## config.mk

```make
export PLATFORM = sky130hd
export DESIGN_NAME = camera_control_registers
export DESIGN_NICKNAME = d
export VERILOG_FILES = /design/src/core/cam_ctrl_pkg.sv /design/src/core/label_store.sv /design/src/core/camera_control_registers.sv
export SDC_FILE = /design/constraint.sdc
export NUM_CORES = 1
export LEC_CHECK = 0
export BUFFER_PORTS_ARGS = -buffer_cell sky130_fd_sc_hd__buf_2
export CAP_MARGIN = 20
export CORE_ASPECT_RATIO = 0.7
export CORE_MARGIN = 2
export CORE_UTILIZATION = 60
export DETAILED_ROUTE_END_ITERATION = 8
export PLACE_DENSITY = 0.82
export SLEW_MARGIN = 30
export SYNTH_ARGS = -nofsm -noshare
export SYNTH_HDL_FRONTEND = slang
export SYNTH_HIERARCHICAL = 1
export SYNTH_SLANG_ARGS = --single-unit
```

## constraint.sdc

```tcl
create_clock -name I_CLK_SYS -period 12.5 [get_ports I_CLK_SYS]
set_input_delay 1.25 -clock I_CLK_SYS [delete_from_list [all_inputs] [get_ports I_CLK_SYS]]
set_output_delay 1.25 -clock I_CLK_SYS [all_outputs]
set_load 0.005 [all_outputs]
```

## src/core/cam_ctrl_pkg.sv

```systemverilog
// Shared constants and types for the camera control register bank
package cam_ctrl_pkg;

   // ************************************************************
   // Register byte offsets
   // ************************************************************
   localparam logic [7:0] OFS_STREAM   = 8'h00;   // Stream channel open
   localparam logic [7:0] OFS_EVENT    = 8'h04;   // Event notification enable
   localparam logic [7:0] OFS_TEST_EVT = 8'h08;   // Test event trigger, write only
   localparam logic [7:0] OFS_REINIT   = 8'h0c;   // Whole unit reinit, write only
   localparam logic [7:0] OFS_FORMAT   = 8'h10;   // Readout format choice
   localparam logic [7:0] OFS_STATUS   = 8'h14;   // Busy and refused flags
   localparam logic [7:0] OFS_LABEL    = 8'h20;   // User label, 8 words
   localparam logic [7:0] OFS_MAKER    = 8'h40;   // Maker name, 4 words
   localparam logic [7:0] OFS_MODEL    = 8'h50;   // Model name, 4 words
   localparam logic [7:0] OFS_INFO     = 8'h60;   // Maker info, 4 words
   localparam logic [7:0] OFS_VERSION  = 8'h70;   // Unit version, 2 words
   localparam logic [7:0] OFS_SERIAL   = 8'h78;   // Serial number, 2 words

   // ************************************************************
   // Field positions and reset values
   // ************************************************************
   localparam int         BIT_STAT_BUSY    = 0;     // Stream data in flight
   localparam int         BIT_STAT_REFUSED = 1;     // Format write refused
   localparam int         LABEL_WORDS      = 8;     // 32 characters of label
   localparam logic       RST_STREAM       = 1'b0;  // Channel closed
   localparam logic       RST_EVENT        = 1'b0;  // Notification off
   localparam logic       RST_REFUSED      = 1'b0;  // No refusal seen

   // ************************************************************
   // Enumerations
   // ************************************************************
   typedef enum logic [1:0] {
      roi_readout_choice   = 2'b00,
      pixel_summing_choice = 2'b01,
      line_skipping_choice = 2'b10
   } readout_format_t;

   localparam readout_format_t RST_FORMAT = roi_readout_choice;

   typedef enum logic [1:0] {
      ST_RESTORE = 2'b00,
      ST_IDLE    = 2'b01
   } label_state_t;

   // ************************************************************
   // Carriers
   // ************************************************************
   typedef struct packed {
      logic       valid;  // Transfer pending in data phase
      logic       write;  // Write when set
      logic [7:0] ofs;    // Byte offset inside the bank
   } ahb_req_t;

   typedef struct packed {
      logic send;  // One-cycle event packet request
      logic test;  // Packet is the test event
   } evt_out_t;

endpackage

```

## src/core/label_store.sv

```systemverilog
// Retained user label storage with write-through to non-volatile memory
`timescale 1ns/10ps
module label_store #(
   parameter int WORDS = 8
) (
   input  wire logic                     i_clk,
   input  wire logic                     i_reset,
   input  wire logic                     i_ce,
   input  wire logic                     i_wr_en,
   input  wire logic [$clog2(WORDS)-1:0] i_wr_idx,
   input  wire logic [31:0]              i_wr_data,
   input  wire logic [$clog2(WORDS)-1:0] i_rd_idx,
   output logic      [31:0]              o_rd_data,
   output logic                          o_busy,
   output logic                          o_nv_we,
   output logic      [$clog2(WORDS)-1:0] o_nv_addr,
   output logic      [31:0]              o_nv_wdata,
   input  wire logic [31:0]              i_nv_rdata
);
   import cam_ctrl_pkg::*;

   localparam int AW = $clog2(WORDS);

   logic [31:0]        mem [WORDS];      // Label words, never cleared by reset
   label_state_t       state_ff;         // Restore or idle
   label_state_t       nxt_state;
   logic [AW-1:0]      cnt_ff;           // Restore word index
   logic [AW-1:0]      nxt_cnt;
   logic               nv_we_ff;         // Registered NV write strobe
   logic               nxt_nv_we;
   logic [AW-1:0]      nv_addr_ff;
   logic [AW-1:0]      nxt_nv_addr;
   logic [31:0]        nv_wdata_ff;
   logic [31:0]        nxt_nv_wdata;

   // ************************************************************
   // Read port
   // ************************************************************
   // Bypass so a read issued with a write to the same word sees new data
   always_comb begin
      if (i_wr_en && (i_wr_idx == i_rd_idx)) begin
         o_rd_data = i_wr_data;
      end else begin
         o_rd_data = mem[i_rd_idx];
      end
   end

   assign o_busy     = (state_ff == ST_RESTORE);
   assign o_nv_we    = nv_we_ff;
   assign o_nv_addr  = nv_addr_ff;
   assign o_nv_wdata = nv_wdata_ff;

   // ************************************************************
   // Restore walk and write-through next state
   // ************************************************************
   // NV read data is taken at the edge ending the cycle its address stands
   always_comb begin
      nxt_state    = state_ff;
      nxt_cnt      = cnt_ff;
      nxt_nv_we    = 1'b0;
      nxt_nv_addr  = nv_addr_ff;
      nxt_nv_wdata = nv_wdata_ff;
      case (state_ff)
         ST_RESTORE: begin
            nxt_cnt     = cnt_ff + 1'b1;
            nxt_nv_addr = cnt_ff + 1'b1;
            if (cnt_ff == AW'(WORDS - 1)) begin
               nxt_state = ST_IDLE;
            end
         end
         ST_IDLE: begin
            // Every label write is copied out so it survives power loss
            if (i_wr_en) begin
               nxt_nv_we    = 1'b1;
               nxt_nv_addr  = i_wr_idx;
               nxt_nv_wdata = i_wr_data;
            end
         end
         default: begin
            nxt_state = ST_IDLE;
         end
      endcase
   end

   always_ff @(posedge i_clk) begin
      if (i_reset) begin
         state_ff    <= ST_RESTORE;
         cnt_ff      <= '0;
         nv_we_ff    <= 1'b0;
         nv_addr_ff  <= '0;
         nv_wdata_ff <= 32'h0;
      end else if (i_ce) begin
         state_ff    <= nxt_state;
         cnt_ff      <= nxt_cnt;
         nv_we_ff    <= nxt_nv_we;
         nv_addr_ff  <= nxt_nv_addr;
         nv_wdata_ff <= nxt_nv_wdata;
      end
   end

   // ************************************************************
   // Storage array
   // ************************************************************
   // No reset on the array: contents are reloaded from NV after reset
   always_ff @(posedge i_clk) begin
      if (!i_reset && i_ce) begin
         if (state_ff == ST_RESTORE) begin
            mem[cnt_ff] <= i_nv_rdata;
         end else if (i_wr_en) begin
            mem[i_wr_idx] <= i_wr_data;
         end
      end
   end

endmodule

```

## src/core/camera_control_registers.sv

```systemverilog
// Camera control register bank on an AHB-Lite slave port
`timescale 1ns/10ps

// Notes on behaviour
// - Stream bit opens and closes stream channel
// - Event packets leave only while enabled
// - Test trigger write sends one event
// - User label stored and kept in NV
// - Identity strings readable, never writable
// - Format: 0 ROI default, 1 bin, 2 skip
// - Format writes ignored while stream data flows
module camera_control_registers #(
   parameter logic [127:0] MAKER_NAME = 128'h6d616b65725f6e616d655f5f5f5f5f5f,
   parameter logic [127:0] MODEL_NAME = 128'h6d6f64656c5f6e616d655f5f5f5f5f5f,
   parameter logic [127:0] MAKER_INFO = 128'h6d616b65725f696e666f5f5f5f5f5f5f,
   parameter logic [63:0]  UNIT_VER   = 64'h76657273696f6e30,
   parameter logic [63:0]  SERIAL_NUM = 64'h3030303030303031
) (
   input  wire logic        I_CLK_SYS,
   input  wire logic        I_RESET,
   input  wire logic        I_CE,
   // AHB-Lite slave
   input  wire logic        I_HSEL,
   input  wire logic [31:0] I_HADDR,
   input  wire logic [1:0]  I_HTRANS,
   input  wire logic        I_HWRITE,
   input  wire logic [2:0]  I_HSIZE,
   input  wire logic [31:0] I_HWDATA,
   input  wire logic        I_HREADY,
   output logic             O_HREADYOUT,
   output logic      [31:0] O_HRDATA,
   output logic             O_HRESP,
   // Camera side
   input  wire logic        I_STREAM_BUSY,
   input  wire logic        I_EVT_REQ,
   output logic             O_STREAM_OPEN,
   output cam_ctrl_pkg::readout_format_t O_FORMAT,
   output cam_ctrl_pkg::evt_out_t        O_EVT,
   output logic             O_UNIT_REINIT,
   // Non-volatile label memory
   output logic             O_NV_WE,
   output logic      [2:0]  O_NV_ADDR,
   output logic      [31:0] O_NV_WDATA,
   input  wire logic [31:0] I_NV_RDATA
);
   import cam_ctrl_pkg::*;

   // Identity strings kept as parameters; defaults are arbitrary text

   // Bus pipeline
   ahb_req_t          dph_ff;          // Data phase request
   ahb_req_t          nxt_dph;
   logic [31:0]       rdata_ff;        // Read data for the data phase
   logic [31:0]       nxt_rdata;

   // Control state
   logic              stream_ff;       // Stream channel open
   logic              nxt_stream;
   logic              event_ff;        // Event notification on
   logic              nxt_event;
   readout_format_t   format_ff;       // Readout format choice
   readout_format_t   nxt_format;
   logic              refused_ff;      // Sticky: format write refused
   logic              nxt_refused;

   // Output pulses
   evt_out_t          evt_ff;          // Event packet strobe
   evt_out_t          nxt_evt;
   logic              reinit_ff;       // Reinit pulse to the rest of the unit
   logic              nxt_reinit;

   // Wiring
   logic              addr_take;       // Address phase accepted this cycle
   logic              wr_now;          // Write data phase completes
   logic              label_busy;      // Label restore in progress
   logic [31:0]       label_rd;        // Label word at address phase index
   logic              label_wr;        // Label word write this cycle

   // ************************************************************
   // Helpers
   // ************************************************************
   // Word select from a 128-bit string, word 0 holds the first chars
   function automatic logic [31:0] word4(input logic [127:0] s,
                                         input logic [1:0]   i);
      word4 = s[(3 - i) * 32 +: 32];
   endfunction

   // Offset inside a region test
   function automatic logic in_rgn(input logic [7:0] ofs, input logic [7:0] base,
                                   input logic [7:0] size);
      in_rgn = (ofs >= base) && (ofs < base + size);
   endfunction

   // ************************************************************
   // Bus handshake
   // ************************************************************
   // Stall only while labels reload, so no access sees stale label data
   assign O_HREADYOUT = !label_busy;
   assign O_HRESP     = 1'b0;
   assign O_HRDATA    = rdata_ff;
   assign addr_take   = I_HSEL && I_HTRANS[1] && I_HREADY;
   assign wr_now      = dph_ff.valid && dph_ff.write && !label_busy;

   assign label_wr = wr_now && in_rgn(dph_ff.ofs, OFS_LABEL, 8'h20);

   // ************************************************************
   // Label storage
   // ************************************************************
   label_store #(
      .WORDS      (LABEL_WORDS)
   ) u_label (
      .i_clk      (I_CLK_SYS),
      .i_reset    (I_RESET),
      .i_ce       (I_CE),
      .i_wr_en    (label_wr),
      .i_wr_idx   (dph_ff.ofs[4:2]),
      .i_wr_data  (I_HWDATA),
      .i_rd_idx   (I_HADDR[4:2]),
      .o_rd_data  (label_rd),
      .o_busy     (label_busy),
      .o_nv_we    (O_NV_WE),
      .o_nv_addr  (O_NV_ADDR),
      .o_nv_wdata (O_NV_WDATA),
      .i_nv_rdata (I_NV_RDATA)
   );

   // ************************************************************
   // Control registers next state
   // ************************************************************
   always_comb begin
      nxt_stream  = stream_ff;
      nxt_event   = event_ff;
      nxt_format  = format_ff;
      nxt_refused = refused_ff;
      nxt_reinit  = 1'b0;
      nxt_evt     = '0;

      if (event_ff && I_EVT_REQ) begin
         nxt_evt.send = 1'b1;
      end

      if (wr_now) begin
         case (dph_ff.ofs)
            OFS_STREAM: begin
               nxt_stream = I_HWDATA[0];
            end

            OFS_EVENT: begin
               nxt_event = I_HWDATA[0];
            end

            OFS_TEST_EVT: begin
               if (event_ff) begin
                  nxt_evt.send = 1'b1;
                  nxt_evt.test = 1'b1;
               end
            end

            OFS_FORMAT: begin
               if (I_STREAM_BUSY || (I_HWDATA[1:0] == 2'b11)) begin
                  nxt_refused = 1'b1;
               end else begin
                  nxt_format = readout_format_t'(I_HWDATA[1:0]);
               end
            end

            // Clear refused flag by writing one; a new refusal wins
            OFS_STATUS: begin
               if (I_HWDATA[BIT_STAT_REFUSED]) begin
                  nxt_refused = 1'b0;
               end
            end

            OFS_REINIT: begin
               nxt_reinit = 1'b1;
            end

            default: begin
               nxt_reinit = 1'b0;
            end
         endcase
         // Reinit takes priority over the same write's other effects
         if (dph_ff.ofs == OFS_REINIT) begin
            nxt_stream  = RST_STREAM;
            nxt_event   = RST_EVENT;
            nxt_format  = RST_FORMAT;
            nxt_refused = RST_REFUSED;
            nxt_evt     = '0;
         end
      end

      // Refusal set wins over a status clear in the same cycle
      if (wr_now && (dph_ff.ofs == OFS_FORMAT) && I_STREAM_BUSY) begin
         nxt_refused = 1'b1;
      end
   end

   // ************************************************************
   // Bus phase and read data next state
   // ************************************************************
   // Read data is formed from next values so a write just ahead is seen
   always_comb begin
      nxt_dph   = dph_ff;
      nxt_rdata = rdata_ff;
      if (!label_busy) begin
         // Bus frozen while labels reload
         nxt_dph.valid = addr_take;
         nxt_dph.write = I_HWRITE;
         nxt_dph.ofs   = (I_HADDR[31:8] == 24'h0) ? I_HADDR[7:0] : 8'hff;
         nxt_rdata     = 32'h0;
         if (addr_take && !I_HWRITE && (I_HADDR[31:8] == 24'h0)) begin
            if (in_rgn(I_HADDR[7:0], OFS_MAKER, 8'h10)) begin
               nxt_rdata = word4(MAKER_NAME, I_HADDR[3:2]);
            end else if (in_rgn(I_HADDR[7:0], OFS_MODEL, 8'h10)) begin
               nxt_rdata = word4(MODEL_NAME, I_HADDR[3:2]);
            end else if (in_rgn(I_HADDR[7:0], OFS_INFO, 8'h10)) begin
               nxt_rdata = word4(MAKER_INFO, I_HADDR[3:2]);
            end else if (in_rgn(I_HADDR[7:0], OFS_VERSION, 8'h08)) begin
               nxt_rdata = I_HADDR[2] ? UNIT_VER[31:0] : UNIT_VER[63:32];
            end else if (in_rgn(I_HADDR[7:0], OFS_SERIAL, 8'h08)) begin
               nxt_rdata = I_HADDR[2] ? SERIAL_NUM[31:0] : SERIAL_NUM[63:32];
            end else if (in_rgn(I_HADDR[7:0], OFS_LABEL, 8'h20)) begin
               nxt_rdata = label_rd;
            end else begin
               // Control and status words
               case (I_HADDR[7:0])
                  OFS_STREAM: nxt_rdata = {31'h0, nxt_stream};
                  OFS_EVENT:  nxt_rdata = {31'h0, nxt_event};
                  OFS_FORMAT: nxt_rdata = {30'h0, nxt_format};
                  OFS_STATUS: nxt_rdata = {30'h0, nxt_refused, I_STREAM_BUSY};
                  // Write-only and unmapped words read zero
                  default:    nxt_rdata = 32'h0;
               endcase
            end
         end
      end
   end

   // ************************************************************
   // Registers
   // ************************************************************
   always_ff @(posedge I_CLK_SYS) begin
      if (I_RESET) begin
         // Controls back to defaults
         dph_ff     <= '0;
         rdata_ff   <= 32'h0;
         stream_ff  <= RST_STREAM;
         event_ff   <= RST_EVENT;
         format_ff  <= RST_FORMAT;
         refused_ff <= RST_REFUSED;
         evt_ff     <= '0;
         reinit_ff  <= 1'b0;
      end else if (I_CE) begin
         // Held while the enable is low
         dph_ff     <= nxt_dph;
         rdata_ff   <= nxt_rdata;
         stream_ff  <= nxt_stream;
         event_ff   <= nxt_event;
         format_ff  <= nxt_format;
         refused_ff <= nxt_refused;
         evt_ff     <= nxt_evt;
         reinit_ff  <= nxt_reinit;
      end
   end

   // ************************************************************
   // Camera side outputs
   // ************************************************************
   assign O_STREAM_OPEN = stream_ff;
   assign O_FORMAT      = format_ff;
   assign O_EVT         = evt_ff;
   assign O_UNIT_REINIT = reinit_ff;

endmodule

```

### Word-level counts from Yosys, hierarchy flattened

Memories as Yosys holds them, arrays and structs flattened.
Cells that the tools add are included.
W data, S select, Z words.

* $add $sub $neg: 2
* multipliers: 0
* divide/modulo/power cells: 0
* magnitude comparators: 14
* eq/ne operators: 14
* shifts and indexed selects: 3
* multiplexer cells: 50
* bitwise logic cells: 2
* reductions and logical operators: 34

Operators by type and width (number)
* $shiftx A128 B33 Y32 const A: 3
* $mux W32: 9
* $lt A8 B7 Y1 const B: 6
* $ge A8 B7 Y1 const B: 5
* $eq A8 B5 Y1 const B: 4
* $reduce_or A32 Y1: 1
* $mux W29: 1
* $logic_not A24 Y1: 1
* $mux W1: 24
* $logic_and A1 B1 Y1: 19
* $mux W2: 9
* $eq A8 B3 Y1 const B: 2
* $eq A8 B4 Y1 const B: 2
* $ge A8 B6 Y1 const B: 2
* $logic_not A8 Y1: 2
* $reduce_and A3 Y1: 3
* $lt A8 B8 Y1 const B: 1
* $mux W8: 1
* $pmux W2 S4: 1
* $mux W3: 2
* $pmux W3 S2: 1
* $ne A2 B1 Y1 const B: 2
* $pmux W2 S2: 1
* $reduce_and A2 Y1: 2
* 12 further kinds: 15

* bits in registers: 91
* bits in latches: 0
* bits in writable memories: 256
* ROM bits: 0
* input bits: 109
* output and inout bits: 76
* logic and storage cells: 136
* memories kept: 1

Memory list
* u_label.mem: depth 8, bits a word 32, read ports 1, clocked after memory_dff 0, wr ports 1, RTL line label_store.sv:24 `logic [31:0] mem [WORDS];`

### Logic depth before layout (Yosys ltp)

Gate-level depths: netlist (run 1).

* depth in word-level cells: 15
* depth in mapped cells: 13
* gate-level depth less buffers: 11

### Hierarchy

Netlist (run 1), hierarchy kept.

By module, submodules not included
* label_store: instances 1, cells each 578, area an instance 12035.3 um^2
* camera_control_registers: instances 1, cells each 379, area an instance 2916.5 um^2

### Worst setup path before layout (run 1)

No wires, ideal clock.

* kind: in2reg
* start point: in I_RESET
* end point: mem u_label.mem[6][0] (enable)
* data arrival time: 4.251 ns
* required time: 12.039 ns
* path slack: 7.788 ns
* stages on the path: 4
* buffers on the path: 1
* cell sequence: and4b_1 buf_2 mux2_2 nor3_1

* cells in the longest elaborated chain, start to end: 6
* elaborated cells between the ends (all ways): 9
* classes of those cells: mux (6); reduce/logical (3)

Ends and longest elaborated chain
* start, declared: RTL line camera_control_registers.sv:20 `input wire logic I_RESET,`
* $logic_not A1 Y1 *: RTL line label_store.sv:106 `if (!i_reset && i_ce) begin`
* $logic_and A1 B1 Y1 *: RTL line label_store.sv:106
* $mux W1: RTL line label_store.sv:106
* $mux W1 (not written as such): RTL line label_store.sv:110 `mem[i_wr_idx] <= i_wr_data;`
* $reduce_or A32 Y1 (no source line)
* $mux W3 (no source line) / $mux W1 (equally long branches)
* end, declared: RTL line label_store.sv:24

Mark *: on every way between the ends. The rest lies on a longest branch, timed or not.

### Worst setup path in the final report (run 1)

* start point: reg u_label.state_ff[0]
* end point: mem u_label.mem[2][27] (enable)

* cells in the longest elaborated chain, start to end: 10
* elaborated cells between the ends (all ways): 14
* classes of those cells: mux (9); reduce/logical (5)

Ends and longest elaborated chain
* start, declared: RTL line label_store.sv:25 `label_state_t state_ff;`
* start signal, assigned: RTL line label_store.sv:93 `state_ff <= nxt_state;`
* $logic_not A2 Y1 *: RTL line label_store.sv:48 `assign o_busy = (state_ff == ST_RESTORE);`
* named net label_busy: RTL line camera_control_registers.sv:75 `logic label_busy;`
* $logic_not A1 Y1 *
* $logic_and A1 B1 Y1 *: RTL line camera_control_registers.sv:102 `assign wr_now = dph_ff.valid && dph_ff.write && !label_busy;`
* $logic_and A1 B1 Y1 *: RTL line camera_control_registers.sv:104 `assign label_wr = wr_now && in_rgn(dph_ff.ofs, OFS_LABEL, 8'h20);`
* named net label_wr: RTL line camera_control_registers.sv:77 `logic label_wr;`
* $mux W1 *: RTL line label_store.sv:109 `end else if (i_wr_en) begin`
* $mux W1 *: RTL line label_store.sv:107 `if (state_ff == ST_RESTORE) begin`
* $mux W1 *: RTL line label_store.sv:106
* $mux W1 (not written as such) *: RTL line label_store.sv:110
* $reduce_or A32 Y1 (no source line)
* $mux W3 (no source line) / $mux W1 (equally long branches)

The timed path passes the listed nets; every way through them passes the cells marked *.

==> results of run 1 <==
==> cell usage in the layout, fill, tap and decap left out, types with 14 or more instances in the layout <==
master,count
buf_4,18
mux4_1,25
nor2_1,46
nand2_1,50
clkbuf_16,30
mux2_4,14
mux2_2,86
dfxtp_1,90
a21oi_1,44
o21ai_0,17
buf_2,178
mux4_2,39
a22o_1,33
edfxtp_1,256
==> kinds of logic (layout without fill, tap and decap cells) <==
logic type               Yosys count  after routing
multiplexers                     175            175
adder cells (fa/ha/maj)            9              9
other                              1              1
XOR/XNOR                           6              6
AO/OA/AOI/OAI                    162            162
AND/OR/NAND/NOR                  181            181
flip-flops                       346            346
buffers and inverters             77            263
==> power by group <==
part           switching (W)  total [W]  internal, W
Sequential        0.00000433    0.00125      0.00125
Combinational      0.0000891   0.000158    0.0000691
Clock               0.000398   0.000879     0.000481
Total               0.000491    0.00229      0.00180
==> synthesized netlist by cell type (6+ instances only) <==
master    instances  area [µm²]
edfxtp_1        256        7690
dfxtp_1          90        1800
mux2_2           86         968
nand2_1          50         188
nor2_1           46         173
a21oi_1          44         220
mux4_2           39         878
a22o_1           33         289
clkbuf_1         30         113
mux4_1           25         657
buf_2            20         100
o21ai_0          17        85.1
mux2_4           14         210
nor3_1           14        70.1
a22oi_1          13        97.6
mux2i_1          11         110
nand4_1          11        68.8
inv_1            10        37.5
nor2b_1          10        62.6
a21o_1            9        67.6
a32oi_1           9        78.8
ha_1              9         113
nand2b_1          8        50.1
nor4_1            8        50.1
a311oi_1          6        52.6
a31oi_1           6        37.5
nand3_1           6        30.0
o211ai_1          6        45.0
==> metrics by stage <==
step | hold WS, ns | setup WS [ns]
floorplan | 0.445 | 7.79
global placement | 0.433 | 7.09
detailed placement | 0.438 | 7.15
CTS | 0.454 | 7.33
global route | 0.469 | 7.32
finish | 0.454 | 7.45
==> critical path, delay by kind of cell, from the launching register on <==
| family | cells | cell delay (ns) |
|---|---|---|
| buf+inv | 4 | 1.45 |
| flops | 1 | 0.57 |
| mux | 1 | 0.50 |
| simple gates | 4 | 2.09 |
==> final timing paths <==
check	endpoint	slack, ns	from	depth (start not counted)
hold / removal	u_label/o_nv_we$_SDFFE_PP0P_	0.45	u_label/o_nv_we$_SDFFE_PP0P_	1
setup reg to reg	u_label/mem[2][27]$_DFFE_PP_	7.45	u_label/state_ff[0]$_SDFFE_PP0P_	9
hold reg to reg	u_label/o_nv_we$_SDFFE_PP0P_	0.45	u_label/o_nv_we$_SDFFE_PP0P_	1
setup / recovery	u_label/mem[2][27]$_DFFE_PP_	7.45	u_label/state_ff[0]$_SDFFE_PP0P_	9
==> cell type report <==
type                       instances  share of cell area [%]
sequential                       346                    55.7
multi-input combinational        534                    30.2
timing repair buffer             196                    6.02
clock buffer                      46                    5.11
tap                              325                    2.39
clock inverter                    10                   0.374
inverter                          11                   0.242
==> metal layers <==
layer,routed length [µm],vias up
li1,-,4124
met1,14600,4682
met2,16700,582
met3,3860,62
met4,644,0
met5,0,-
==> state kept, by name (all words and copies together) (netlist names), 2 cells and up <==
register            cells
u_label/cnt_ff          3
u_label/o_nv_addr       3
u_label/o_nv_wdata     32
u_label/mem           256
dph_ff                 10
O_HRDATA               32
O_EVT                   2
O_FORMAT                2
==> reports/metrics.yaml, run 1 <==
route:
  dr_total_vias: 9450
  drt_pre_antenna_iters: 8
  drt_wl_total_um: 35800
  drc: 0
  antenna_left: 0
  initialDrtViolationCount: 876
  wire_per_inst_um: 24.4
  routed_via_density: 6.44
sta:
  max_freq_mhz: 198
  period_share_pct: 40.4
  slew_headroom_pct: 44.0
  period_needed_ns: 5.05
  rsz0062_at_grt: "false"
  hold_viol: 0
  finalSetupViolCount: 0
  maxSlewViolCount: 0
  finalClockSkew_ns: 0.0218
  setup_tns_ns: 0
  tightest_slew_ns: 0.840
cells_and_area:
  final_nets: 1237
  register_area_mm2: 0.00949
  area_growth_pct: 14.0
  n_antenna_cell: 0
  finalInstanceArea_mm2: 0.0170
  multi_input_area_mm2: 0.00514
  fillers: 1573
  post-route-util_pct: 69.4
  drive_gt1_share_pct: 34.6
  layout.cells.non_filler: 1468
synthesis:
  synthAdderAreaFrac_pct: 0.753
  ys_ff_latch: 346
  synth-seq-area-share_pct: 63.5
  synth.area.mux_share_pct: 18.9
  ys.flop_type: "edfxtp_1"
  synth.distinct_cells: 66
  synth_warnings: 6
  synth_top_family_by_area: "multiplexers"
  synth_nets: 1075
  async_flop_share_pct: 0
  synth_xor_area_share_pct: 0.351
  syn-instance-count: 957
  synth-edff-count: 256
  syn-mean-instance-area_um2: 15.6
  synth_area_mm2: 0.0150
  synth_compound_area_share_pct: 7.52
  synthSimpleGateAreaFrac_pct: 6.27
clock_network:
  cts.sinks: 346
  htreeDepth: 1
  hold_buffers: 0
  post_cts_buffers: 0
  cts_buffers: 30
  cts_tree: "built"
  cts-root-buf: "clkbuf_16"
  clk_pin_slew_worst_paths_ns: 0.07
  insertion_delay_ns: 0.56
  ctsLongestPathBuffers: 3
  cts_resized: 0
worst_hold_path:
  hold_class: "reg -> reg"
setup_path:
  cp.required_ns: 12.70
  path_cells: "inv_1, inv_1, nand4_1, nor3_1, and4b_4, buf_4, mux2_2, nor3_4, buf_4"
  critPathSlowestCell: "and4b_4"
  cp-end-kind: "flip-flop"
  worst_setup_path_start_kind: "flip-flop"
  cp_max_fo: 49
  critical_path_class: "reg -> reg"
  max_stage_delay_ns: 0.68
  cp.arrival_ns: 5.25
floorplan:
  coreArea_mm2: 0.0246
  io_pins: 185
  die_w_um: 193
  die_area_mm2: 0.0262
  rows: 48
  start_util_pct: 60.9
  fp.dieH_um: 136
placed_design:
  gp_congestion: 0.905
  dpl_cell_area_mm2: 0.0161
  dpl.hpwl_um: 21900
  port_buffers: 179
  placedCellCount: 1412
global_routing:
  busiest_layer: "met2"
  grt_util_met3_pct: 5.70
  grt.overflow.total: 0
  groute.usage.overall_pct: 27.4
  grt_start_max_net_pins: 63
  grtUsageMet1_pct: 40.2
  antenna_found_initial: 0
  grt_util_met2_pct: 42.6
  grt_pass1_wl_um: 53300
  grt_pass1_vias: 9043
power:
  peakVddDrop_mv: 0.158
  p_per_area_mw_per_mm2: 134
  leakage_nw: 6.27
  total_power_w: 0.00229
job:
  cap_violations: 0
status:
  status: "complete, no violations"
No activity file was read; power rests on OpenSTA's default activity.
==> inputs of run 2 (changes only) <==
Settings changed: CORE_UTILIZATION 60 to 58, PLACE_DENSITY 0.82 to 0.8.
Clock period 12.5 ns to 5 ns, I/O delays scaled along.
==> run 2 against run 1 <==
Routed wire length rose by 1.7%. Non-clock buffer count rose by 5. Hold slack got worse by 0.22 ns. Combinational power rose to 2.5 times the previous value. Power rose to 2.7 times the previous value. Flip-flop and latch count did not move. Utilization fell by 1.6 points. Die area rose by 3.4%. Global-route usage fell by 0.31 points. Largest cell class unchanged. Largest power group unchanged. Highest routed layer unchanged.
==> reports/metrics.yaml, run 2 (synthesis gave the netlist of run 1 again) <==
route:
  antenna_left: 0  # unchanged
  routed_via_density: 6.34  # -1.6%
  drt_wl_total_um: 36400  # +1.7%
  dr_total_vias: 9404  # -0.49%
  drt_pre_antenna_iters: 5  # -3
  initialDrtViolationCount: 1139  # +30%
  drc: 0  # unchanged
  wire_per_inst_um: 24.5  # +0.63%
clock_network:
  cts.sinks: 346  # unchanged
  htreeDepth: 2  # +1
  clk_pin_slew_worst_paths_ns: 0.06  # about the same
  post_cts_buffers: 0  # unchanged
  insertion_delay_ns: 0.52  # -0.04 ns
  cts_tree: "built"
  cts_resized: 0  # unchanged
  hold_buffers: 0  # unchanged
  cts-root-buf: "clkbuf_16"
  cts_buffers: 34  # +13%
  ctsLongestPathBuffers: 3  # unchanged
cells_and_area:
  layout_commonest_cell: "edfxtp_1"
  largest_reg_flops: 256  # unchanged
  drive_gt1_share_pct: 35.6  # +1.0 points
  n_antenna_cell: 0  # unchanged
  top_register: "u_label/mem"
  fillers: 1675  # +6.5%
  final_cell_mix: "edfxtp_1, buf_2, dfxtp_1"
  area_growth_pct: 15.7
  final_nets: 1246  # +0.73%
global_routing:
  grt_util_met2_pct: 41.1  # -1.5 points
  busiest_layer: "met2"
  groute.usage.overall_pct: 27.1  # -0.31 points
  grt_pass1_vias: 9292  # +2.8%
  grtUsageMet1_pct: 40.9  # +0.72 points
  grt.overflow.total: 0  # unchanged
  grt_util_met3_pct: 4.85  # -0.85 points
  grt_start_max_net_pins: 55  # -13%
  antenna_found_initial: 0  # unchanged
  grt_pass1_wl_um: 55500  # +4.2%
floorplan:
  coreArea_mm2: 0.0255  # +3.8%
  fp.dieH_um: 138  # +1.7%
  rows: 49  # +2.1%
  die_area_mm2: 0.0271  # +3.4%
  die_w_um: 196  # +1.7%
  start_util_pct: 58.6  # -2.2 points
  io_pins: 185  # unchanged
placed_design:
  dpl.hpwl_um: 22500  # +3.0%
  dp_slack_ns: 1.14  # -6.01 ns
  gp_congestion: 0.914  # +1.0%
  port_buffers: 179  # unchanged
sta:
  hold_viol: 0  # unchanged
  tightest_slew_ns: 0.883  # +0.0431 ns
  finalClockSkew_ns: 0.0200  # -0.00176 ns
  setup_ws_ns: 1.02  # -6.43 ns
  period_needed_ns: 3.98  # -1.07 ns
  finalSetupViolCount: 0  # unchanged
  maxSlewViolCount: 0  # unchanged
  max_freq_mhz: 251  # +27%
  rsz0062_at_grt: "false"
  slew_headroom_pct: 41.0  # -3.1 points
  period_share_pct: 79.6  # +39 points
  setup_tns_ns: 0  # unchanged
setup_path:
  critical_path_class: "reg -> reg"
  cp.arrival_ns: 4.11  # -1.14 ns
  reg2reg_slack_ns: 1.02  # -6.43 ns
  cp-end-kind: "flip-flop"
  worst_setup_path_start_kind: "flip-flop"
  cp_max_fo: 32  # -35%
  cp.required_ns: 5.13  # -7.57 ns
power:
  p_switching_w: 0.00131  # +170%
  combPwrFrac_pct: 6.5  # -0.4 points
  seq_power_share_pct: 51.0  # -3.6 points
  p_per_area_mw_per_mm2: 354  # +160%
  swShare_pct: 21.4  # -0.059 points
  p_int_w: 0.00482  # +170%
  peakVddDrop_mv: 0.276  # +75%
  leakage_nw: 6.37  # +1.7%
  clkPwrFrac_pct: 42.5  # +4.1 points
job:
  cap_violations: 0  # unchanged
worst_hold_path:
  hold_class: "in -> reg"
status:
  status: "complete, no violations"
[run 2: cell types whose count changed in the layout (fill, tap and decap cells not counted), sizes merged]
cell | before | now
inv | 12 | 13
buf | 196 | 201
clkinvlp | 0 | 4
clkbuf | 46 | 44
clkinv | 9 | 8
bufinv | 0 | 3
[run 2: worst paths after layout]
kind,from,end,depth (start not counted)
worst max-delay path,u_label/state_ff[0]$_SDFFE_PP0P_,u_label/mem[4][27]$_DFFE_PP_,8
worst min-delay path,I_HWDATA[15],u_label/o_nv_wdata[15]$_SDFFE_PP0P_,2
worst max register to register,u_label/state_ff[0]$_SDFFE_PP0P_,u_label/mem[4][27]$_DFFE_PP_,8
worst min register to register,u_label/o_nv_we$_SDFFE_PP0P_,u_label/o_nv_we$_SDFFE_PP0P_,1
[run 2: critical path: stages (launching register included)]
cell     delay [ns]
dfxtp_1        0.56
inv_1          0.22
inv_1          0.13
nand4_1        0.11
nor3_1         0.66
and4b_4        0.70
mux2_2         0.46
nor3_2         0.20
buf_4          0.55
[run 2: area by class of cell]
type | instances | area (µm²) | area share [%]
repair buffers | 201 | 1080 | 6.22
clock inverters | 17 | 194 | 1.12
well taps | 331 | 414 | 2.39
clock buffers | 44 | 960 | 5.55
multi-input cells | 534 | 5120 | 29.6
flip-flops and latches | 346 | 9490 | 54.9
inverters | 11 | 41.3 | 0.239
[run 2: stage by stage]
stage	util (%)	cell area [µm²]	hold slack (ns)	power, W	cells
after floorplan	-	15000	0.445	0.00344	957
after global placement	63.3	16100	0.431	0.00357	1423
after detailed placement	63.3	16100	0.435	0.00358	1423
after CTS	67.8	17300	0.226	0.00616	1484
after global routing	67.8	17300	0.253	0.00632	1484
final	67.8	17300	0.239	0.00613	1484
[run 2: power by group through the flow]
stage | sequential (W) | clock (W) | combinational, W
2_1_floorplan | 0.00318 | 0 | 0.000253
3_3_place_gp | 0.00318 | 0 | 0.000381
3_5_place_dp | 0.00319 | 0 | 0.000390
4_1_cts | 0.00312 | 0.00264 | 0.000395
5_1_grt | 0.00312 | 0.00277 | 0.000428
6_report | 0.00312 | 0.00261 | 0.000398
[run 2: layer usage]
layer / wire [µm] / share of wire [%]
met2: 16600 / 46
met3: 3620 / 9.9
met5: 0 / 0
met4: 809 / 2.2
met1: 15400 / 42
